===== src/shared/sfm_pkg.sv =====
// constants, types and decode functions for the supply fault monitor
package sfm_pkg;

  localparam int NUM_CH = 7;
  localparam int CLK_PERIOD_NS = 4;
  localparam int NS_PER_US = 1000;
  localparam int CYC_PER_US = NS_PER_US / CLK_PERIOD_NS;
  localparam int GF_MAX_US = 100;
  localparam int CNT_W = 15;

  // channel order
  localparam int CH_BIP0 = 0;
  localparam int CH_BIP1 = 1;
  localparam int CH_HV = 2;
  localparam int CH_POS_FIRST = 3;

  // register map
  localparam logic [7:0] CH_BASE = 8'hA0;
  localparam logic [7:0] CH_LAST = 8'hD7;
  localparam logic [2:0] OFF_OV_TH = 3'h0;
  localparam logic [2:0] OFF_OV_HY = 3'h1;
  localparam logic [2:0] OFF_UV_TH = 3'h2;
  localparam logic [2:0] OFF_UV_HY = 3'h3;
  localparam logic [2:0] OFF_SEL = 3'h4;
  localparam logic [7:0] ADDR_STATUS = 8'hE0;
  localparam logic [7:0] ADDR_MASK = 8'hE1;
  localparam logic [7:0] ADDR_LIVE = 8'hE2;

  // values after reset
  localparam logic [7:0] OV_TH_RST = 8'hFF;
  localparam logic [7:0] UV_TH_RST = 8'h00;
  localparam logic [4:0] HY_RST = 5'h00;
  localparam logic [7:0] SEL_RST = 8'h00;
  localparam logic [6:0] MASK_RST = 7'h00;

  // select field positions
  localparam int SEL_TYPE_LSB = 0;
  localparam int SEL_RANGE_LSB = 2;
  localparam int SEL_GF_LSB = 4;
  localparam int SEL_POL_BIT = 7;
  localparam int HY_W = 5;

  typedef enum logic [1:0] {
    FT_UV = 2'h0,
    FT_OV = 2'h1,
    FT_WIN = 2'h2
  } sfm_ftype_t;

  typedef enum logic [2:0] {
    RG_MID = 3'h0,
    RG_LOW = 3'h1,
    RG_ULOW = 3'h2,
    RG_HIGH = 3'h3,
    RG_NEG = 3'h4
  } sfm_range_t;

  // glitch filter timeout in microseconds per code
  function automatic int gf_us(input logic [2:0] code);
    case (code)
      3'h0: gf_us = 0;
      3'h1: gf_us = 1;
      3'h2: gf_us = 2;
      3'h3: gf_us = 5;
      3'h4: gf_us = 10;
      3'h5: gf_us = 20;
      3'h6: gf_us = 50;
      default: gf_us = GF_MAX_US;
    endcase
  endfunction

  // range actually applied, illegal codes fall back to the mid range
  function automatic sfm_range_t eff_range(input int ch, input logic [7:0] sel);
    logic [1:0] rs;
    rs = sel[SEL_RANGE_LSB +: 2];
    if (ch <= CH_BIP1 && sel[SEL_POL_BIT])
      eff_range = RG_NEG;
    else
      case (rs)
        2'h1: eff_range = (ch != CH_HV) ? RG_LOW : RG_MID;
        2'h2: eff_range = (ch >= CH_POS_FIRST) ? RG_ULOW : RG_MID;
        2'h3: eff_range = (ch == CH_HV) ? RG_HIGH : RG_MID;
        default: eff_range = RG_MID;
      endcase
  endfunction

endpackage


===== src/logic/sfm_fault_detector.sv =====
// seven channel supply fault monitor: thresholds, hysteresis, fault type, glitch filter
// Summary of operation
// RULE_01: seven channels: two bipolar, one high-voltage, four positive-only.
// RULE_02: each channel applies exactly one fault type at a time.
// RULE_03: undervoltage trips below low threshold, overvoltage trips above high threshold.
// RULE_04: every channel holds its own 8-bit low and high threshold codes.
// RULE_05: trip level is range bottom plus span times code over 255.
// RULE_06: ranges selectable per channel type, bottom one third of top.
// RULE_07: separate low and high hysteresis, only five low bits kept.
// RULE_08: faults release only past threshold plus or minus hysteresis.
// RULE_09: hysteresis is span times 5-bit code over 255, max 31.
// RULE_10: bipolar select bit 7 chooses positive or negative input.
// RULE_11: negative polarity forces the single negative range.
// RULE_12: select bits 1:0 choose type; window is OR of both.
// RULE_13: each channel ends in a glitch filter, timeout up to 100 us.
// RULE_14: pulses shorter than timeout vanish; longer ones pass delayed by it.
// RULE_15: two fault conditions on one rail need two channel inputs.
// RULE_16: host writes thresholds, hysteresis, timeout and type; device applies them.
// RULE_17: high thresholds reset to all ones, everything else to zero.
// RULE_18: polarity bit zero is positive, one is negative.
//
// Added by the designer: the address map and the plain strobed port.
`timescale 1ns/10ps
module sfm_fault_detector #(
  parameter int NUM_CH = sfm_pkg::NUM_CH,
  parameter int CYC_PER_US = sfm_pkg::CYC_PER_US
) (
  input wire logic clk_in,
  input wire logic reset_n_in,
  input wire logic [7:0] addr_in,
  input wire logic [7:0] wr_data_in,
  input wire logic wr_en_in,
  input wire logic rd_en_in,
  output logic [7:0] rd_data_out,
  input wire logic [NUM_CH*8-1:0] sense_code_in,
  output logic [NUM_CH-1:0] fault_out,
  output logic [NUM_CH*3-1:0] range_out,
  output logic irq_out
);

  typedef struct packed {
    logic [NUM_CH-1:0][7:0] ov_th;
    logic [NUM_CH-1:0][4:0] ov_hy;
    logic [NUM_CH-1:0][7:0] uv_th;
    logic [NUM_CH-1:0][4:0] uv_hy;
    logic [NUM_CH-1:0][7:0] sel;
    logic [NUM_CH-1:0][7:0] sync1;
    logic [NUM_CH-1:0][7:0] sync2;
    logic [NUM_CH-1:0] uv_f;
    logic [NUM_CH-1:0] ov_f;
    logic [NUM_CH-1:0] filt;
    logic [NUM_CH-1:0][sfm_pkg::CNT_W-1:0] cnt;
    logic [NUM_CH-1:0][2:0] rng;
    logic [NUM_CH-1:0] stat;
    logic [NUM_CH-1:0] mask;
    logic [7:0] rdata;
    logic irq;
  } sfm_state_t;

  sfm_state_t q;
  sfm_state_t d;
  logic [NUM_CH-1:0] raw_flt;
  logic [NUM_CH-1:0] rise;
  logic [NUM_CH-1:0] clr;
  logic [7:0] rel;
  logic in_ch;
  logic [2:0] ch_idx;
  logic [2:0] ch_off;

  // glitch timeout in clock cycles
  function automatic logic [sfm_pkg::CNT_W-1:0] gf_cycles(input logic [7:0] sel);
    gf_cycles = sfm_pkg::CNT_W'(sfm_pkg::gf_us(sel[sfm_pkg::SEL_GF_LSB +: 3]) * CYC_PER_US);
  endfunction

  // selected fault type applied to the two comparator states
  function automatic logic pick_fault(input logic [7:0] sel, input logic uv, input logic ov);
    case (sel[sfm_pkg::SEL_TYPE_LSB +: 2])
      sfm_pkg::FT_UV: pick_fault = uv;
      sfm_pkg::FT_OV: pick_fault = ov;
      default: pick_fault = uv | ov;
    endcase
  endfunction

  always_comb
  begin
    d = q;
    raw_flt = '0;
    rise = '0;
    clr = '0;
    rel = addr_in - sfm_pkg::CH_BASE;
    in_ch = (addr_in >= sfm_pkg::CH_BASE) && (addr_in <= sfm_pkg::CH_LAST);
    ch_idx = rel[5:3];
    ch_off = rel[2:0];
    // register writes
    if (wr_en_in && in_ch)
    begin
      case (ch_off)
        sfm_pkg::OFF_OV_TH: d.ov_th[ch_idx] = wr_data_in; // RULE_04 RULE_16
        sfm_pkg::OFF_OV_HY: d.ov_hy[ch_idx] = wr_data_in[sfm_pkg::HY_W-1:0]; // RULE_07
        sfm_pkg::OFF_UV_TH: d.uv_th[ch_idx] = wr_data_in; // RULE_04 RULE_16
        sfm_pkg::OFF_UV_HY: d.uv_hy[ch_idx] = wr_data_in[sfm_pkg::HY_W-1:0]; // RULE_07
        sfm_pkg::OFF_SEL: d.sel[ch_idx] = wr_data_in; // RULE_16
        default: ;
      endcase
    end
    if (wr_en_in && addr_in == sfm_pkg::ADDR_MASK)
      d.mask = wr_data_in[NUM_CH-1:0];
    if (wr_en_in && addr_in == sfm_pkg::ADDR_STATUS)
      clr = wr_data_in[NUM_CH-1:0];
    // per channel detection
    for (int i = 0; i < NUM_CH; i++) // RULE_01
    begin
      d.sync1[i] = sense_code_in[i*8 +: 8];
      d.sync2[i] = q.sync1[i];
      // codes are on the scale of the applied range: code 255 is the top
      if (!q.uv_f[i])
        d.uv_f[i] = q.sync2[i] < q.uv_th[i]; // RULE_03 RULE_05
      else
        d.uv_f[i] = !({1'b0, q.sync2[i]} > ({1'b0, q.uv_th[i]} + {4'h0, q.uv_hy[i]})); // RULE_08 RULE_09
      if (!q.ov_f[i])
        d.ov_f[i] = q.sync2[i] > q.ov_th[i]; // RULE_03 RULE_05
      else
        d.ov_f[i] = !(({1'b0, q.sync2[i]} + {4'h0, q.ov_hy[i]}) < {1'b0, q.ov_th[i]}); // RULE_08
      raw_flt[i] = pick_fault(q.sel[i], q.uv_f[i], q.ov_f[i]); // RULE_02 RULE_12
      // filter: output follows only after raw has differed for the full timeout
      if (raw_flt[i] == q.filt[i])
        d.cnt[i] = '0; // RULE_14
      else if (gf_cycles(q.sel[i]) == '0 || q.cnt[i] == gf_cycles(q.sel[i]) - 1'b1)
      begin
        d.filt[i] = raw_flt[i]; // RULE_13 RULE_14
        d.cnt[i] = '0;
      end
      else
        d.cnt[i] = q.cnt[i] + 1'b1;
      d.rng[i] = 3'(sfm_pkg::eff_range(i, q.sel[i])); // RULE_06 RULE_10 RULE_11 RULE_18
    end
    rise = d.filt & ~q.filt;
    d.stat = (q.stat & ~clr) | rise;
    d.irq = |(d.stat & d.mask);
    // read data stand for one cycle only
    d.rdata = 8'h00;
    if (rd_en_in)
    begin
      if (in_ch)
        case (ch_off)
          sfm_pkg::OFF_OV_TH: d.rdata = q.ov_th[ch_idx];
          sfm_pkg::OFF_OV_HY: d.rdata = {3'h0, q.ov_hy[ch_idx]};
          sfm_pkg::OFF_UV_TH: d.rdata = q.uv_th[ch_idx];
          sfm_pkg::OFF_UV_HY: d.rdata = {3'h0, q.uv_hy[ch_idx]};
          sfm_pkg::OFF_SEL: d.rdata = q.sel[ch_idx];
          default: d.rdata = 8'h00;
        endcase
      else if (addr_in == sfm_pkg::ADDR_STATUS)
        d.rdata = {1'b0, q.stat};
      else if (addr_in == sfm_pkg::ADDR_MASK)
        d.rdata = {1'b0, q.mask};
      else if (addr_in == sfm_pkg::ADDR_LIVE)
        d.rdata = {1'b0, q.filt};
    end
  end

  always_ff @(posedge clk_in)
  begin
    if (!reset_n_in)
    begin
      q <= '0;
      q.ov_th <= {NUM_CH{sfm_pkg::OV_TH_RST}}; // RULE_17
      q.uv_th <= {NUM_CH{sfm_pkg::UV_TH_RST}}; // RULE_17
      q.ov_hy <= {NUM_CH{sfm_pkg::HY_RST}};
      q.uv_hy <= {NUM_CH{sfm_pkg::HY_RST}};
      q.sel <= {NUM_CH{sfm_pkg::SEL_RST}};
      q.mask <= sfm_pkg::MASK_RST;
    end
    else
      q <= d;
  end

  assign rd_data_out = q.rdata;
  assign fault_out = q.filt;
  assign range_out = q.rng;
  assign irq_out = q.irq;

  a_ov_reset_ones: assert property (@(posedge clk_in) // RULE_17
    $rose(reset_n_in) |-> (q.ov_th == {NUM_CH{8'hFF}} && q.sel == '0 && q.uv_th == '0))
    else $error("high thresholds or selects wrong after reset");

  a_hyst_five_bits: assert property (@(posedge clk_in) disable iff (!reset_n_in) // RULE_07
    (wr_en_in && in_ch && ch_off == sfm_pkg::OFF_UV_HY)
    ##2 (rd_en_in && addr_in == $past(addr_in, 2) && !$past(wr_en_in))
    |=> rd_data_out == ($past(wr_data_in, 3) & 8'h1F))
    else $error("hysteresis readback not five bits");

  a_irq_level: assert property (@(posedge clk_in) disable iff (!reset_n_in) // RULE_16
    irq_out == |(q.stat & q.mask))
    else $error("interrupt level disagrees with status and mask");

  a_status_sticky: assert property (@(posedge clk_in) disable iff (!reset_n_in) // RULE_16
    (rise != '0) |=> ((q.stat & $past(rise)) == $past(rise)))
    else $error("status lost a fault rise");

  a_read_one_cycle: assert property (@(posedge clk_in) disable iff (!reset_n_in) // RULE_16
    !rd_en_in |=> rd_data_out == 8'h00)
    else $error("read data outside its cycle");

  a_reset_quiet: assert property (@(posedge clk_in) // RULE_17
    $rose(reset_n_in) |-> (fault_out == '0 && irq_out == 1'b0 && rd_data_out == 8'h00))
    else $error("outputs not quiet after reset");

  a_reset_hyst_zero: assert property (@(posedge clk_in) // RULE_17
    $rose(reset_n_in) |-> (q.ov_hy == '0 && q.uv_hy == '0 && q.mask == '0))
    else $error("hysteresis or mask not zero after reset");

  a_mask_write: assert property (@(posedge clk_in) disable iff (!reset_n_in) // RULE_16
    (wr_en_in && addr_in == sfm_pkg::ADDR_MASK)
    |=> q.mask == $past(wr_data_in[NUM_CH-1:0]))
    else $error("mask write not applied");

  a_status_clear: assert property (@(posedge clk_in) disable iff (!reset_n_in) // RULE_16
    (wr_en_in && addr_in == sfm_pkg::ADDR_STATUS && rise == '0)
    |=> (q.stat & $past(wr_data_in[NUM_CH-1:0])) == '0)
    else $error("status bits not cleared by a one");

  a_live_read: assert property (@(posedge clk_in) disable iff (!reset_n_in) // RULE_13
    (rd_en_in && addr_in == sfm_pkg::ADDR_LIVE) |=> rd_data_out == {1'b0, $past(q.filt)})
    else $error("live fault readback wrong");

  a_status_read: assert property (@(posedge clk_in) disable iff (!reset_n_in) // RULE_16
    (rd_en_in && addr_in == sfm_pkg::ADDR_STATUS) |=> rd_data_out == {1'b0, $past(q.stat)})
    else $error("status readback wrong");

  a_gap_read_zero: assert property (@(posedge clk_in) disable iff (!reset_n_in) // RULE_16
    (rd_en_in && in_ch && ch_off > sfm_pkg::OFF_SEL) |=> rd_data_out == 8'h00)
    else $error("unmapped channel slot did not read zero");

  a_ovth_write: assert property (@(posedge clk_in) disable iff (!reset_n_in) // RULE_04
    (wr_en_in && in_ch && ch_off == sfm_pkg::OFF_OV_TH)
    |=> q.ov_th[$past(ch_idx)] == $past(wr_data_in))
    else $error("high threshold write not applied");

  a_uvth_write: assert property (@(posedge clk_in) disable iff (!reset_n_in) // RULE_04
    (wr_en_in && in_ch && ch_off == sfm_pkg::OFF_UV_TH)
    |=> q.uv_th[$past(ch_idx)] == $past(wr_data_in))
    else $error("low threshold write not applied");

  a_sel_write: assert property (@(posedge clk_in) disable iff (!reset_n_in) // RULE_16
    (wr_en_in && in_ch && ch_off == sfm_pkg::OFF_SEL)
    |=> q.sel[$past(ch_idx)] == $past(wr_data_in))
    else $error("select write not applied");

  a_ovhy_write: assert property (@(posedge clk_in) disable iff (!reset_n_in) // RULE_07
    (wr_en_in && in_ch && ch_off == sfm_pkg::OFF_OV_HY)
    |=> q.ov_hy[$past(ch_idx)] == $past(wr_data_in[sfm_pkg::HY_W-1:0]))
    else $error("high hysteresis write not five bits");

  for (genvar g = 0; g < NUM_CH; g++)
  begin : g_chk
    a_uv_trip: assert property (@(posedge clk_in) disable iff (!reset_n_in) // RULE_03
      (!q.uv_f[g] && q.sync2[g] < q.uv_th[g]) |=> q.uv_f[g])
      else $error("undervoltage did not trip");

    a_uv_release: assert property (@(posedge clk_in) disable iff (!reset_n_in) // RULE_08
      (q.uv_f[g] && {1'b0, q.sync2[g]} <= {1'b0, q.uv_th[g]} + {4'h0, q.uv_hy[g]})
      |=> q.uv_f[g])
      else $error("undervoltage released inside hysteresis");

    a_ov_release: assert property (@(posedge clk_in) disable iff (!reset_n_in) // RULE_08
      (q.ov_f[g] && {1'b0, q.sync2[g]} + {4'h0, q.ov_hy[g]} >= {1'b0, q.ov_th[g]})
      |=> q.ov_f[g])
      else $error("overvoltage released inside hysteresis");

    a_window_or: assert property (@(posedge clk_in) disable iff (!reset_n_in) // RULE_12
      q.sel[g][1] |-> raw_flt[g] == (q.uv_f[g] | q.ov_f[g]))
      else $error("window fault is not the OR");

    a_glitch_delay: assert property (@(posedge clk_in) disable iff (!reset_n_in) // RULE_14
      ($changed(q.filt[g]) && $past(gf_cycles(q.sel[g])) != '0)
      |-> $past(q.cnt[g]) == $past(gf_cycles(q.sel[g])) - 1'b1)
      else $error("filter output moved before its timeout");

    a_ov_trip: assert property (@(posedge clk_in) disable iff (!reset_n_in) // RULE_03
      (!q.ov_f[g] && q.sync2[g] > q.ov_th[g]) |=> q.ov_f[g])
      else $error("overvoltage did not trip");

    a_uv_clear: assert property (@(posedge clk_in) disable iff (!reset_n_in) // RULE_08
      (q.uv_f[g] && {1'b0, q.sync2[g]} > {1'b0, q.uv_th[g]} + {4'h0, q.uv_hy[g]})
      |=> !q.uv_f[g])
      else $error("undervoltage held past hysteresis");

    a_ov_clear: assert property (@(posedge clk_in) disable iff (!reset_n_in) // RULE_08
      (q.ov_f[g] && {1'b0, q.sync2[g]} + {4'h0, q.ov_hy[g]} < {1'b0, q.ov_th[g]})
      |=> !q.ov_f[g])
      else $error("overvoltage held past hysteresis");

    a_type_uv: assert property (@(posedge clk_in) disable iff (!reset_n_in) // RULE_02
      q.sel[g][1:0] == 2'h0 |-> raw_flt[g] == q.uv_f[g])
      else $error("undervoltage type not applied");

    a_type_ov: assert property (@(posedge clk_in) disable iff (!reset_n_in) // RULE_02
      q.sel[g][1:0] == 2'h1 |-> raw_flt[g] == q.ov_f[g])
      else $error("overvoltage type not applied");

    a_filter_zero: assert property (@(posedge clk_in) disable iff (!reset_n_in) // RULE_14
      (gf_cycles(q.sel[g]) == '0 && raw_flt[g]) |=> q.filt[g])
      else $error("zero timeout filter did not pass fault");

    a_filter_hold: assert property (@(posedge clk_in) disable iff (!reset_n_in) // RULE_14
      (raw_flt[g] == q.filt[g]) |=> q.filt[g] == $past(q.filt[g]))
      else $error("filter output moved without cause");

    a_rise_status: assert property (@(posedge clk_in) disable iff (!reset_n_in) // RULE_13
      $rose(q.filt[g]) |-> q.stat[g])
      else $error("fault rise not recorded in status");

    if (g >= sfm_pkg::CH_POS_FIRST)
    begin : g_pos
      a_pos_range: assert property (@(posedge clk_in) disable iff (!reset_n_in) // RULE_06
        q.rng[g] != 3'(sfm_pkg::RG_HIGH) && q.rng[g] != 3'(sfm_pkg::RG_NEG))
        else $error("positive-only channel in foreign range");
    end

    if (g == sfm_pkg::CH_HV)
    begin : g_hv
      a_hv_range: assert property (@(posedge clk_in) disable iff (!reset_n_in) // RULE_06
        q.rng[g] == 3'(sfm_pkg::RG_MID) || q.rng[g] == 3'(sfm_pkg::RG_HIGH))
        else $error("high-voltage channel in foreign range");
    end

    if (g <= sfm_pkg::CH_BIP1)
    begin : g_bip
      a_neg_range: assert property (@(posedge clk_in) disable iff (!reset_n_in) // RULE_11
        q.sel[g][7] |=> q.rng[g] == 3'(sfm_pkg::RG_NEG))
        else $error("negative polarity did not force negative range");

      a_pos_bip_range: assert property (@(posedge clk_in) disable iff (!reset_n_in) // RULE_10
        !q.sel[g][7] |=> (q.rng[g] == 3'(sfm_pkg::RG_MID) || q.rng[g] == 3'(sfm_pkg::RG_LOW)))
        else $error("positive bipolar channel in foreign range");
    end
  end

endmodule // sfm_fault_detector


===== config.mk =====
export PLATFORM = sky130hd
export DESIGN_NAME = sfm_fault_detector
export DESIGN_NICKNAME = d
export VERILOG_FILES = /design/src/shared/sfm_pkg.sv /design/src/logic/sfm_fault_detector.sv
export SDC_FILE = /design/constraint.sdc
export NUM_CORES = 2
export LEC_CHECK = 0
export ABC_AREA = 1
export BUFFER_PORTS_ARGS = -buffer_cell sky130_fd_sc_hd__buf_4
export CORE_MARGIN = 4
export CORE_UTILIZATION = 50
export CTS_CLUSTER_SIZE = 20
export DETAILED_ROUTE_END_ITERATION = 16
export GPL_TIMING_DRIVEN = 0
export PLACE_DENSITY_LB_ADDON = 0.08
export RECOVER_POWER = 50
export REMOVE_ABC_BUFFERS = 1
export SLEW_MARGIN = 10
export SYNTH_ARGS = -nofsm -noshare
export SYNTH_HDL_FRONTEND = slang
export SYNTH_SLANG_ARGS = --single-unit

===== constraint.sdc =====
create_clock -name clk_in -period 6.6 [get_ports clk_in]
set_input_delay 0.66 -clock clk_in [delete_from_list [all_inputs] [get_ports clk_in]]
set_output_delay 0.66 -clock clk_in [all_outputs]
set_load 0.005 [all_outputs]

======== Yosys cells after proc, flatten, opt, wreduce, memory -nomap -nowiden ========
Cells that the tools add are included.
word-level totals
  register bits ........................... 520
  input port bits ......................... 76
  output and inout bits ................... 37
  logic and storage cells ................. 383
operators by class
  add/sub/neg operators ................... 29
  multiply operators ...................... 7
  magnitude comparators ................... 32
  eq/ne operators ......................... 81
  mux-type cells .......................... 84
  bitwise gates (word level) .............. 14
  reductions and logical operators ........ 64
operator list
  cell                   number
  $pmux 7 s7             7
  $mul 32x8->14 const B  7
  $mux 32                7
  $bwmux 56              3
  $add 8x5->9            14
  $add 15x1->15 const B  7
  $eq 15x15->1           7
  $logic_not 15->1       7
  $sub 15x1->15 const B  7
  $bmux 8 s3             3
  $bwmux 35              2
  $eq 3x3->1 const B     22
  $gt 8x9->1             7
  $lt 9x8->1             7
  $gt 8x8->1             7
  $lt 8x8->1             7
  $eq 3x2->1 const B     16
  $mux 8                 5
  $pmux 8 s5             1
  $mux 7                 5
  $bmux 5 s3             2
  $mux 1                 30
  $eq 2x1->1 const B     13
  $demux 8 s3            1
  29 further kinds       117

======== Logic depth before layout (Yosys ltp) ========
  depth in word-level cells ............... 14
  gate-level depth with buffers ........... 35
  mapped depth without buffers ............ 34

======== Least setup slack after synthesis ========
No wires, ideal clock.
  path type ............................... register to register
  start point ............................. reg q[310] (netlist bit)
  end point ............................... reg q[101] (netlist bit)
  library setup time ...................... 0.132 ns
  arrival ................................. 4.633 ns
  required time ........................... 6.468 ns
  slack ................................... 1.835 ns
  stages on the path, launching flop included .. 27
  path buffers ............................ 2
  period minus slack after synthesis ...... 4.765 ns
  path through ............................ dfxtp_1 > buf_2 > inv_1 > nor2_1 > ha_1 > inv_1 > fa_1 > fa_1 > fa_1 > inv_1 > ha_1 > or2_2 > nand3_1 > nand2_1 > nand2_1 > nand2_1 > nor2_1 > nand2_1 > nand2_1 > nand2_1 > nor2_1 > nand3_1 > nand2_1 > inv_1 > nand2_1 > buf_2 > nor3_1
between the ends
  longest elaborated chain between the ends .. 8
  elaborated cells on any way between the ends .. 15
  those cells by class .................... add/sub (1); mul (1); eq/ne (7); mux (2); reduce/logical (4)
ends and longest elaborated chain
  what                                      RTL line                   RTL
  start, declared                           sfm_fault_detector.sv:60   sfm_state_t q;
  $eq 3x3->1, or another cell as far along  sfm_pkg.sv:59              case (code)
  $pmux 7 s7 (*)                            sfm_pkg.sv:59
  $mux 32 (*)                               sfm_fault_detector.sv:126  if (raw_flt[i] == q.filt[i])
  $mul 32x8->14 (*)                         sfm_fault_detector.sv:72   gf_cycles = sfm_pkg::CNT_W'(sfm_pkg::gf_us(sel[sfm_pkg::SEL_GF_LSB +: 3]) * CYC_PER_US);
  $sub 15x1->15                             sfm_fault_detector.sv:128  else if (gf_cycles(q.sel[i]) == '0 || q.cnt[i] == gf_cycles(q.sel[i]) - 1'b1)
  $eq 15x15->1                              sfm_fault_detector.sv:128
  $logic_or 1x1->1 (*)                      sfm_fault_detector.sv:128
  $reduce_or 3->1 (no source line) (*)      n/a
Mark *: on every way between the ends. The rest lies on a longest branch, timed or not. The select of a mux whose other input is x is not followed.
A chain may end at the register's enable or synchronous reset.

======== Worst setup path in the final report ========
  start point ............................. reg q[302] (netlist bit)
  end point ............................... reg q[86] (netlist bit)
Same word-level chain as after synthesis.

==> summary.md <==
| Metric | Value |
|---|---|
| N_diodes | `0` |
| Max Slew Vio Count | `354` |
| Synthesis-to-layout area growth | `8.799%` |
| First-pass GRT wire length | `~180000 µm` |
| Worst vdd ir | `approximately 0.26 mV` |
| Post-synth ARST share | `0%` |
| Hold Path Class | `in -> reg` |
| Startpoint types | `flip-flop` |
| PwrDens | `around 180 nW/µm²` |
| Die Width | `286.3 µm` |
| Core footprint | `76330 µm²` |
| Layout cell share with drive strength beyond 1 | `roughly 4.9%` |
| Crit Path Category | `reg -> reg` |
| Routed length per instance | `between 15 and 20 µm` |
| Final nets | `a little over 6000` |
| Sum Neg Setup Slack | `0 ns` |
| Final period util | `between 80% and 90%` |
| Post-synthesis cell count | `5551` |
| Initial Util | `around 51%` |
| Top Ports | `approximately 110` |
| Fin util | `about 55%` |
| CP Data Arrival Time | `6.42 ns` |
| Slew headroom | `-80.67%` |
| Initial DRT Pass Iterations | `6` |
| Remaining antenna violation count | `0` |
| RSZ-0062 raised after global routing | `no` |
| Initial antenna violation count | `1` |
| FP Rows | `101` |
| Root Buffer Master | `clkbuf_16` |
| Starting DRT DRC Count | `2727` |
| GRT overflow | `0` |
| Die area | `81980 µm²` |
| Die height | `~290 µm` |
| PortBufs | `105` |
| Reg clk slew, reported paths | `0.06 ns` |
| Total of max-cap violations | `4` |
| Via count | `35120` |
| Drt total wl | `approximately 110000 µm` |
| Synthesized area | `~39000 µm²` |
| Largest net degree at the start of global routing | `134` |
| Htree depth | `2` |
| Inserted Clock Buffers | `61` |
| Number of flops mapped to enable cells by yosys | `0` |
| Clock period minus worst slack | `5.868 ns` |
| Post-DP HPWL | `between 80000 and 90000 µm` |
| Maximum clock frequency | `~170 MHz` |
| GR Util All Layers | `26.33%` |
| Post-synthesis sequential area ratio | `26.46%` |
| Register bit count reported by yosys | `roughly 500` |
| Vias in the first global route | `~33000` |
| Drt drc | `0` |
| Crit end category | `flip-flop` |
| Clock Path Buffers | `3` |
| Gpl congestion | `0.9465` |
| Hold path cells | `3` |
| Failing checks | `capacitance limit, slew limit` |
| Post-CTS Setup Bufs | `0` |
| Unique masters post-synth | `64` |
| Clk_lat worst skew | `around 0.66 ns` |
| CP Max Fanout | `15` |
| Final setup vio count | `0` |
| Worst setup margin | `about 0.73 ns` |
| Static leakage | `around 22 nW` |
| Commonest non-fill, non-tap cell in the layout | `nand2_1` |
| Tot Pwr | `7.436 mW` |
| Status | `finished with violations` |
| CTS tree | `done` |
| Hold Buf Count CTS | `0` |
| Slew @ Worst Pin | `2.710 ns` |
| FF-to-FF path depth | `25` |
| Clk_skew | `between 0.03 and 0.04 ns` |
| Most frequent cells in the layout | `1158 x nand2_1, 908 x inv_1, 512 x dfxtp_1` |
| Dpl ws | `0.6882 ns` |
| Clk sink count | `512` |
| Yosys warning count | `0` |
| Via-to-Cell Ratio | `5.305` |
| CP required | `7.15 ns` |
| Post-CTS Resized | `0` |
| Mean Syn Cell Area | `6.978 µm²` |
| Main synth FF type | `dfxtp_1` |
| Final hold vios | `0` |
-- flip-flops by register name (all words and copies together), names as in the netlist --
signal and flops:
rd_data_out 8, fault_out 7, q 427, d 56
irq_out 1, range_out 13
-- layout make-up --
cell class,count,area [µm²]
clock inverter,29,399.1
sequential,512,10250
fill,7617,34190
tap,1030,1289
inverter,929,3488
timing repair buffer,111,867.1
clock buffer,85,1758
multi-input combinational,3923,24090
-- per-layer routing --
layer / global-route usage [%] / up-vias / wire [µm]
li1: - / 17990 / -
met1: 35.57 / 15960 / 49570
met2: 43.81 / 952 / 48930
met3: 3.940 / 215 / 7474
met4: 7.637 / 2 / 3459
met5: 0 / - / 11
-- worst paths after layout --
path	from	end	slack, ns
hold reg to reg	d[222]	q[222]	0.41
setup / recovery	q[302]	q[86]	0.73
setup reg to reg	q[302]	q[86]	0.73
hold / removal	sense_code_in[35]	d[205]	0.18
-- logic make-up after synthesis --
kind of cell / share of synthesized area [%]
compound gates: 15.36
xor+xnor: 3.053
fa+ha+maj: 20.47
buf+inv: 11.48
flops: 26.46
other cells: 0.01939
simple gates: 23.15
-- critical path, stage by stage, from the launching register on --
cell and delay [ns]:
dfxtp_1 0.54, inv_1 0.31, nand2_1 0.26, nand2_1 0.19, ha_1 0.34, inv_1 0.05, fa_1 0.48, fa_1 0.53
fa_1 0.55, inv_1 0.06, ha_1 0.34, inv_1 0.12, nand2_1 0.09, nand2_1 0.07, nand2_1 0.04, nand2_1 0.13
nand3_1 0.15, nor2_1 0.25, nor2_1 0.09, nor2_1 0.13, a21oi_1 0.05, nand3_1 0.08, nand2_1 0.14, inv_1 0.11
nand2_1 0.32, a221oi_1 0.32
-- Yosys cell counts, types with 13 or more instances --
cell	instances	area [µm²]
a21oi_1	494	2472
ha_1	477	5968
nor3_1	53	265.3
nor2_1	467	1753
nand4_1	39	244.0
buf_2	32	160.2
a221oi_1	20	175.2
fa_1	98	1962
o22ai_1	23	143.9
inv_1	913	3427
o221ai_1	25	219.0
xnor2_1	42	367.9
nand2_2	13	81.33
clkbuf_1	115	431.7
xor2_1	93	814.5
nand2_1	1159	4350
dfxtp_1	512	10250
nand3_1	332	1662
o211ai_1	24	180.2
buf_4	44	330.3
o21a_1	20	150.1
o2111ai_1	16	140.1
o21ai_0	336	1682
nor3b_1	40	300.3
o21bai_1	14	105.1
-- report_power, final --
group | switching (mW) | internal [mW] | leakage, nW | total [mW]
combinational | 0.414 | 0.210 | 16.8 | 0.624
sequential | 0.0508 | 3.14 | 4.15 | 3.20
clock | 1.45 | 2.17 | 1.05 | 3.62
-- per-stage QoR --
step / instances / instance area [µm²] / hold WS [ns]
after CTS: 6619 / 42220 / 0.1556
final: 6619 / 42140 / 0.1806
after floorplan: 5364 / 37820 / 0.3900
after detailed placement: 6505 / 40060 / 0.3956
after global placement: 6499 / 39890 / 0.3919
after global routing: 6619 / 42140 / 0.1715
No activity file was read; power rests on OpenSTA's default activity.
